### src/hdl/esled_consts.svh
// Purpose: constants for the ethernet status led driver
// Assumes: core_clk at 50 MHz
// Notes: all indicator outputs are active low
//
// Overview of operation
// - The link indicator is driven low and held steady while a 10 or 100 Mbit link is up and no frames move.
// - While the link is up and frames move in either direction the link indicator flashes.
// - The speed indicator is low when the link runs at 100 Mbit/s and high otherwise.
// - The duplex indicator is low in full duplex and high in half duplex.
// - The collision indicator is low while a collision is present and high otherwise.
// - The receive indicator is low while receive activity is present and high otherwise.
// - The transmit indicator is low while transmit activity is present and high otherwise.
`ifndef ESLED_CONSTS_SVH
`define ESLED_CONSTS_SVH

// ============================================================
// timing
`define ESLED_CLK_HZ 50000000
`define ESLED_FLASH_HALF_MS 50
`define ESLED_FLASH_HALF_CYC ((`ESLED_CLK_HZ / 1000) * `ESLED_FLASH_HALF_MS)
`define ESLED_SYNC_STAGES 3

// ============================================================
// levels
`define ESLED_OFF 1'b1
`define ESLED_ON 1'b0

`endif

### src/hdl/esled_pkg.sv
// Purpose: types for the ethernet status led driver
// Assumes: nothing
// Notes: status fields are active high
package esled_pkg;
    typedef struct packed {
        logic link_up;
        logic speed_100;
        logic full_duplex;
        logic collision;
        logic rx_active;
        logic tx_active;
    } esled_status_t;

    typedef enum logic [1:0] {
        ESLED_LINK_DOWN,
        ESLED_LINK_STEADY,
        ESLED_LINK_FLASH
    } esled_link_state_t;
endpackage : esled_pkg

### src/hdl/esled_sync.sv
// Purpose: three-stage input synchroniser with agreement filter
// Assumes: asynchronous status input
// Notes: output changes once stages two and three agree
`timescale 1ns/1ps
module esled_sync #(
    parameter int WIDTH = 6
) (
    input wire logic core_clk,
    input wire logic rst,
    input wire logic [WIDTH-1:0] async_in,
    output logic [WIDTH-1:0] sync_out
);
    logic [WIDTH-1:0] s1_reg;
    logic [WIDTH-1:0] s2_reg;
    logic [WIDTH-1:0] s3_reg;

    genvar i;
    generate
        for (i = 0; i < WIDTH; i++) begin : g_bit
            always_ff @(posedge core_clk) begin
                if (rst) begin
                    s1_reg[i] <= 1'b0;
                    s2_reg[i] <= 1'b0;
                    s3_reg[i] <= 1'b0;
                    sync_out[i] <= 1'b0;
                end else begin
                    s1_reg[i] <= async_in[i];
                    s2_reg[i] <= s1_reg[i];
                    s3_reg[i] <= s2_reg[i];
                    if (s2_reg[i] == s3_reg[i]) begin
                        sync_out[i] <= s3_reg[i];
                    end
                end
            end
        end
    endgenerate
endmodule : esled_sync

### src/hdl/esled_top.sv
// Purpose: drives six active-low status indicators from phy/mac status
// Assumes: status inputs arrive asynchronously; core_clk 50 MHz
// Notes: link indicator flashes during traffic while the link is up
`timescale 1ns/1ps
`include "esled_consts.svh"
module esled_top #(
    parameter int FLASH_HALF_CYC = `ESLED_FLASH_HALF_CYC
) (
    input wire logic core_clk,
    input wire logic rst,
    input wire esled_pkg::esled_status_t status_in,
    output logic link_indicator_n,
    output logic speed_indicator_n,
    output logic duplex_indicator_n,
    output logic collision_indicator_n,
    output logic receive_activity_indicator_n,
    output logic transmit_activity_indicator_n
);
    // ============================================================
    // input synchronisation
    esled_pkg::esled_status_t st;
    esled_sync #(.WIDTH($bits(esled_pkg::esled_status_t))) u_sync (
        .core_clk(core_clk),
        .rst(rst),
        .async_in(status_in),
        .sync_out(st)
    );

    // ============================================================
    // flash rate divider
    logic [31:0] div_reg;
    logic [31:0] div_next;
    logic flash_tick;
    logic phase_reg;
    assign flash_tick = (div_reg == 32'(FLASH_HALF_CYC - 1));
    assign div_next = flash_tick ? 32'h0 : div_reg + 32'h1;

    always_ff @(posedge core_clk) begin
        if (rst) begin
            div_reg <= 32'h0;
            phase_reg <= 1'b0;
        end else begin
            div_reg <= div_next;
            if (flash_tick) begin
                phase_reg <= ~phase_reg;
            end
        end
    end

    // ============================================================
    // link state
    esled_pkg::esled_link_state_t state_reg;
    esled_pkg::esled_link_state_t state_next;
    logic traffic;
    assign traffic = st.rx_active | st.tx_active;

    always_comb begin
        state_next = state_reg;
        unique case (state_reg)
            esled_pkg::ESLED_LINK_DOWN: begin
                if (st.link_up) begin
                    state_next = traffic ? esled_pkg::ESLED_LINK_FLASH
                                         : esled_pkg::ESLED_LINK_STEADY;
                end
            end
            esled_pkg::ESLED_LINK_STEADY: begin
                if (!st.link_up) begin
                    state_next = esled_pkg::ESLED_LINK_DOWN;
                end else if (traffic) begin
                    state_next = esled_pkg::ESLED_LINK_FLASH;
                end
            end
            esled_pkg::ESLED_LINK_FLASH: begin
                if (!st.link_up) begin
                    state_next = esled_pkg::ESLED_LINK_DOWN;
                end else if (!traffic) begin
                    state_next = esled_pkg::ESLED_LINK_STEADY;
                end
            end
            default: state_next = esled_pkg::ESLED_LINK_DOWN;
        endcase
    end

    always_ff @(posedge core_clk) begin
        if (rst) begin
            state_reg <= esled_pkg::ESLED_LINK_DOWN;
        end else begin
            state_reg <= state_next;
        end
    end

    // ============================================================
    // indicator outputs
    logic link_next;
    // steady on, or on during flash phase 0
    assign link_next = (state_next == esled_pkg::ESLED_LINK_STEADY) ? `ESLED_ON :
                       (state_next == esled_pkg::ESLED_LINK_FLASH) ? phase_reg :
                       `ESLED_OFF;

    always_ff @(posedge core_clk) begin
        if (rst) begin
            link_indicator_n <= `ESLED_OFF;
            speed_indicator_n <= `ESLED_OFF;
            duplex_indicator_n <= `ESLED_OFF;
            collision_indicator_n <= `ESLED_OFF;
            receive_activity_indicator_n <= `ESLED_OFF;
            transmit_activity_indicator_n <= `ESLED_OFF;
        end else begin
            link_indicator_n <= link_next;
            speed_indicator_n <= ~st.speed_100;
            duplex_indicator_n <= ~st.full_duplex;
            collision_indicator_n <= ~st.collision;
            receive_activity_indicator_n <= ~st.rx_active;
            transmit_activity_indicator_n <= ~st.tx_active;
        end
    end

    // ============================================================
    // checks: reset
    logic all_off;
    assign all_off = link_indicator_n & speed_indicator_n & duplex_indicator_n
                     & collision_indicator_n & receive_activity_indicator_n
                     & transmit_activity_indicator_n;

    chk_reset_all_off: assert property (@(posedge core_clk)
        rst |=> all_off)
        else $error("indicator active right after reset");

    chk_release_quiet: assert property (@(posedge core_clk)
        $fell(rst) |-> all_off ##1 all_off ##1 all_off)
        else $error("indicator active before synchronised input arrived");

    // ============================================================
    // checks: link state
    chk_state_legal: assert property (@(posedge core_clk) disable iff (rst)
        state_reg inside {esled_pkg::ESLED_LINK_DOWN, esled_pkg::ESLED_LINK_STEADY,
            esled_pkg::ESLED_LINK_FLASH})
        else $error("link state register holds an unused code");

    chk_state_down: assert property (@(posedge core_clk) disable iff (rst)
        !st.link_up |=> (state_reg == esled_pkg::ESLED_LINK_DOWN))
        else $error("link state not down without link");

    chk_state_steady: assert property (@(posedge core_clk) disable iff (rst)
        (st.link_up && !traffic) |=> (state_reg == esled_pkg::ESLED_LINK_STEADY))
        else $error("link state not steady on idle link");

    chk_state_flash: assert property (@(posedge core_clk) disable iff (rst)
        (st.link_up && traffic) |=> (state_reg == esled_pkg::ESLED_LINK_FLASH))
        else $error("link state not flashing during traffic");

    // ============================================================
    // checks: link indicator
    chk_link_steady_on: assert property (@(posedge core_clk) disable iff (rst)
        (st.link_up && !traffic) |=> !link_indicator_n)
        else $error("link indicator not steady low");

    chk_link_flash_phase: assert property (@(posedge core_clk) disable iff (rst)
        (st.link_up && traffic) |=> (link_indicator_n == $past(phase_reg)))
        else $error("link indicator not following flash phase");

    chk_link_down_off: assert property (@(posedge core_clk) disable iff (rst)
        !st.link_up |=> link_indicator_n)
        else $error("link indicator lit with link down");

    // ============================================================
    // checks: flash timing
    chk_div_range: assert property (@(posedge core_clk) disable iff (rst)
        div_reg < 32'(FLASH_HALF_CYC))
        else $error("flash divider beyond its period");

    chk_div_wrap: assert property (@(posedge core_clk) disable iff (rst)
        flash_tick |=> (div_reg == 32'h0))
        else $error("flash divider did not wrap");

    chk_div_count: assert property (@(posedge core_clk) disable iff (rst)
        !flash_tick |=> (div_reg == $past(div_reg) + 32'h1))
        else $error("flash divider did not count");

    chk_phase_toggle: assert property (@(posedge core_clk) disable iff (rst)
        flash_tick |=> (phase_reg != $past(phase_reg)))
        else $error("flash phase did not toggle");

    chk_phase_hold: assert property (@(posedge core_clk) disable iff (rst)
        !flash_tick |=> (phase_reg == $past(phase_reg)))
        else $error("flash phase changed between ticks");

    // ============================================================
    // checks: status indicators
    chk_speed_follow: assert property (@(posedge core_clk) disable iff (rst)
        st.speed_100 |=> !speed_indicator_n)
        else $error("speed indicator wrong");

    chk_speed_level: assert property (@(posedge core_clk) disable iff (rst)
        ##1 (speed_indicator_n == !$past(st.speed_100)))
        else $error("speed indicator not following speed");

    chk_duplex_follow: assert property (@(posedge core_clk) disable iff (rst)
        !st.full_duplex |=> duplex_indicator_n)
        else $error("duplex indicator wrong");

    chk_duplex_level: assert property (@(posedge core_clk) disable iff (rst)
        ##1 (duplex_indicator_n == !$past(st.full_duplex)))
        else $error("duplex indicator not following duplex mode");

    chk_coll_follow: assert property (@(posedge core_clk) disable iff (rst)
        st.collision |=> !collision_indicator_n)
        else $error("collision indicator wrong");

    chk_coll_level: assert property (@(posedge core_clk) disable iff (rst)
        ##1 (collision_indicator_n == !$past(st.collision)))
        else $error("collision indicator not following collision");

    chk_rx_follow: assert property (@(posedge core_clk) disable iff (rst)
        $rose(st.rx_active) |=> !receive_activity_indicator_n)
        else $error("receive indicator wrong");

    chk_rx_level: assert property (@(posedge core_clk) disable iff (rst)
        ##1 (receive_activity_indicator_n == !$past(st.rx_active)))
        else $error("receive indicator not following receive activity");

    chk_tx_follow: assert property (@(posedge core_clk) disable iff (rst)
        $fell(st.tx_active) |=> transmit_activity_indicator_n)
        else $error("transmit indicator wrong");

    chk_tx_level: assert property (@(posedge core_clk) disable iff (rst)
        ##1 (transmit_activity_indicator_n == !$past(st.tx_active)))
        else $error("transmit indicator not following transmit activity");
endmodule : esled_top

### config.mk
export PLATFORM = sky130hd
export DESIGN_NAME = esled_top
export DESIGN_NICKNAME = d
export VERILOG_FILES = /design/src/hdl/esled_pkg.sv /design/src/hdl/esled_sync.sv /design/src/hdl/esled_top.sv
export VERILOG_INCLUDE_DIRS = /design/src /design/src/hdl
export SDC_FILE = /design/constraint.sdc
export NUM_CORES = 1
export LEC_CHECK = 0
export ABC_AREA = 1
export BUFFER_PORTS_ARGS = -buffer_cell sky130_fd_sc_hd__buf_2
export CAP_MARGIN = 0
export CELL_PAD_IN_SITES_DETAIL_PLACEMENT = 1
export CELL_PAD_IN_SITES_GLOBAL_PLACEMENT = 1
export CORE_MARGIN = 3
export CORE_UTILIZATION = 39
export CTS_CLUSTER_DIAMETER = 30
export DETAILED_ROUTE_END_ITERATION = 8
export PLACE_DENSITY_LB_ADDON = 0.1
export SYNTH_ARGS = -nofsm -noshare
export SYNTH_HDL_FRONTEND = slang
export SYNTH_SLANG_ARGS = --single-unit
### constraint.sdc
create_clock -name core_clk -period 1.65 [get_ports core_clk]
set_clock_uncertainty 0.15 [all_clocks]
set_input_delay 0.33 -clock core_clk [delete_from_list [all_inputs] [get_ports core_clk]]
set_output_delay 0.33 -clock core_clk [all_outputs]
set_load 0.005 [all_outputs]
==> results.md <==
* Most frequent cells in the layout: nand2_1, nor2_1, dfxtp_1, inv_1, buf_4
* Combinational cell fraction of total power at 0.036
* Top-level I/O count at 14
* Clock-pin slew on the worst setup and hold paths at approximately 0.080 ns
* Switching Share at 0.2382
* Pwr Total at 3.133 mW
* Post-Synth Adder-Cell Area at 0.004386
* Clock share of power at 0.451
* GRT Overall Usage at 0.2016
* Status: finished clean
* Area after DPL at ~3300 um2
* Slew Viols, Final at 0
* Most common cell after layout, fill and taps aside: nand2_1
* WL final at between 8000 and 9000 um
* Synth Register Bits at 65
* Simple-Gate Fraction of Synth Area at 0.3575
* Unrepaired setup endpoints after global routing: true
* Multi-input gate area at approximately 1400 um2
* Syn Area/Cell at about 6.7 um2
* Post-Synthesis Cells at around 430
* Maximum vdd ir drop at 0.0005902 V
* Leakage at around 1.3 nW
* Multiplexer share of the synthesized area at 0
* Relative slew slack at 0.8053
* Number of global-route vias before repair at 2791
* Initial core utilization at 0.4108
* Crit end category: flip-flop
* Sw Pwr at between 0.7 and 0.8 mW
* Setup_tns at 0 ns
* Main combinational cell family by area after synthesis: simple AND/OR/NAND/NOR gates
* Fin nets at between 400 and 500
* RePlAce Congestion at approximately 0.89
* Critical path arrival at ~1.7 ns
* Final Cell Area at ~3600 um2
* Post-route clock period utilization at 0.9640
* Cell Area, Synth at ~2900 um2
* Final setup viols at 0
* Compound-Gate Fraction of Synth Area at 0.06798
* CTS Hold Bufs at 0
* Startpoint types: flip-flop
* Core area at 6944 um2
* Chip width at about 90 um
* HPWL Detailed at ~6000 um
* Fillers at ~930
* First-pass GRT wire length at approximately 13000 um
* DR iter-0 viols at 85
* Worst-Skew Late Latency at between 0.3 and 0.4 ns
* Drt wl/cell at between 10 and 15 um
* P_int at 2.387 mW
* CTS Sinks at 65
* Sequential fraction of the synthesis area at 0.4561
* P per Cell Area at approximately 860 nW/um2
* Crit path max fanout at 8
* Router iterations before antenna repair at 4
* DRC Markers at 0
* Least-Margin Pin Slew at roughly 0.29 ns
* Ys Warns at 0
* WS Path Type: reg -> reg
* Min Clock Period, post-route at around 1.6 ns
* Pin count of the biggest net entering global routing at 19
* Die footprint at roughly 8400 um2
* Final antenna-violating net count at 0
* Vias per cell at around 4.8
* F_max at approximately 630 MHz
* CTS max path bufs at 2
* Non-Filler Instances at 584
* Synth Area in XOR/XNOR at 0.03070
* ANT cells at 0
* Share of cells above drive strength 1 at 0.2090
* Antenna violations before repair at 0
* Vias at roughly 2800
* TritonCTS clock tree: built
* Required @ worst endpoint at around 1.7 ns
* Cts bufs inserted at 9
* Cells after DPL at approximately 560
* Number of flip-flops in the largest register at 32
* Grt total ovfl at 0
* Final Hold Fails at 0
* Max Cap Violations at 0
* Area grow syn2layout at 27.02%
* Register area at 1313 um2
* Chip Height at between 90 and 100 um
* FP Rows at 30
* Yosys cell types at 22
* Clock root buffer: clkbuf_8
* Mapped Nets at around 440
* Hold Path Class: in -> reg
* H-tree depth at 3
* Port Buf Inserts at 13
* Sequential Power Share at 0.513
* Fin Hold WS at ~0.03 ns
[layout make-up]
cell class,count,area share
inverters,51,0.05283
well taps,96,0.03315
repair buffers,51,0.1133
flip-flops and latches,65,0.3622
multi-input cells,305,0.3819
clock buffers,10,0.03798
clock inverters,6,0.01865
[path summary, 6_finish.rpt]
kind / startpoint / end / slack (ns) / depth (start not counted)
min reg2reg: u_sync.s1_reg[5] / u_sync.s2_reg[5] / 0.25 / 2
max: div_reg[12] / div_reg[6] / 0.06 / 9
max reg2reg: div_reg[12] / div_reg[6] / 0.06 / 9
min: status_in[4] / u_sync.s1_reg[4] / 0.03 / 3
[stage by stage]
step	worst slack, ns	util
after floorplan	0.005643	-
after global placement	0.06415	0.4715
after detailed placement	-0.003930	0.4715
after CTS	0.01808	0.5018
after global routing	-0.04428	0.5218
final	0.05941	0.5218
[cell families after synthesis]
group | Yosys count
XOR/XNOR | 10
adder cells (fa/ha/maj) | 1
AND/OR/NAND/NOR | 258
AO/OA/AOI/OAI | 36
buffers and inverters | 57
flip-flops | 65
[synthesized netlist by cell type]
cell	count	area share
a21oi_1	24	0.042
xnor2_1	3	0.0092
xor2_1	7	0.021
ha_1	1	0.0044
nand2_1	120	0.16
nor2_2	1	0.0022
a21oi_2	3	0.0092
buf_6	3	0.012
buf_2	1	0.0018
a21o_1	1	0.0026
inv_1	50	0.066
inv_2	1	0.0013
or2_2	1	0.0022
nand3_2	1	0.0035
nand2_2	1	0.0022
clkbuf_1	2	0.0026
nand3_1	22	0.039
dfxtp_1	65	0.46
nor2_1	110	0.14
nor2_4	1	0.0039
or2_0	1	0.0022
o21ai_0	8	0.014
[power groups by stage]
| stage | sequential [mW] | clock [mW] | combinational, mW |
|---|---|---|---|
| floorplan | 1.64 | 0 | 0.0592 |
| global placement | 1.64 | 0 | 0.0942 |
| detailed placement | 1.64 | 0 | 0.0969 |
| CTS | 1.61 | 1.43 | 0.0975 |
| global route | 1.61 | 1.51 | 0.126 |
| finish | 1.61 | 1.41 | 0.113 |
[critical path, stage by stage, from the launching register on]
cell and delay (ns):
dfxtp_1 0.35, inv_1 0.12, nand2_1 0.06, nor2_1 0.10
nand2_1 0.09, nor2_4 0.15, nand2_2 0.09, nand2_4 0.14
clkbuf_16 0.18, nor2_1 0.04
[what timing repair did]
action / CTS / global route
endpoints found under the hold margin: 0 / 0
setup endpoints to repair: 6 / 33
gates resized for setup: 3 / 28
buffers inserted: 0 / 2
pin swaps: 0 / 0
gates cloned: 0 / 2
[layer usage]
| layer | up-vias | global-route usage | share of wire |
|---|---|---|---|
| li1 | 1409 | - | - |
| met1 | 1325 | 0.2435 | 0.45 |
| met2 | 38 | 0.3488 | 0.51 |
| met3 | 15 | 0.04308 | 0.025 |
| met4 | 0 | 0.07538 | 0.018 |
| met5 | - | 0 | 0 |
No activity file was read; power rests on OpenSTA's default activity.
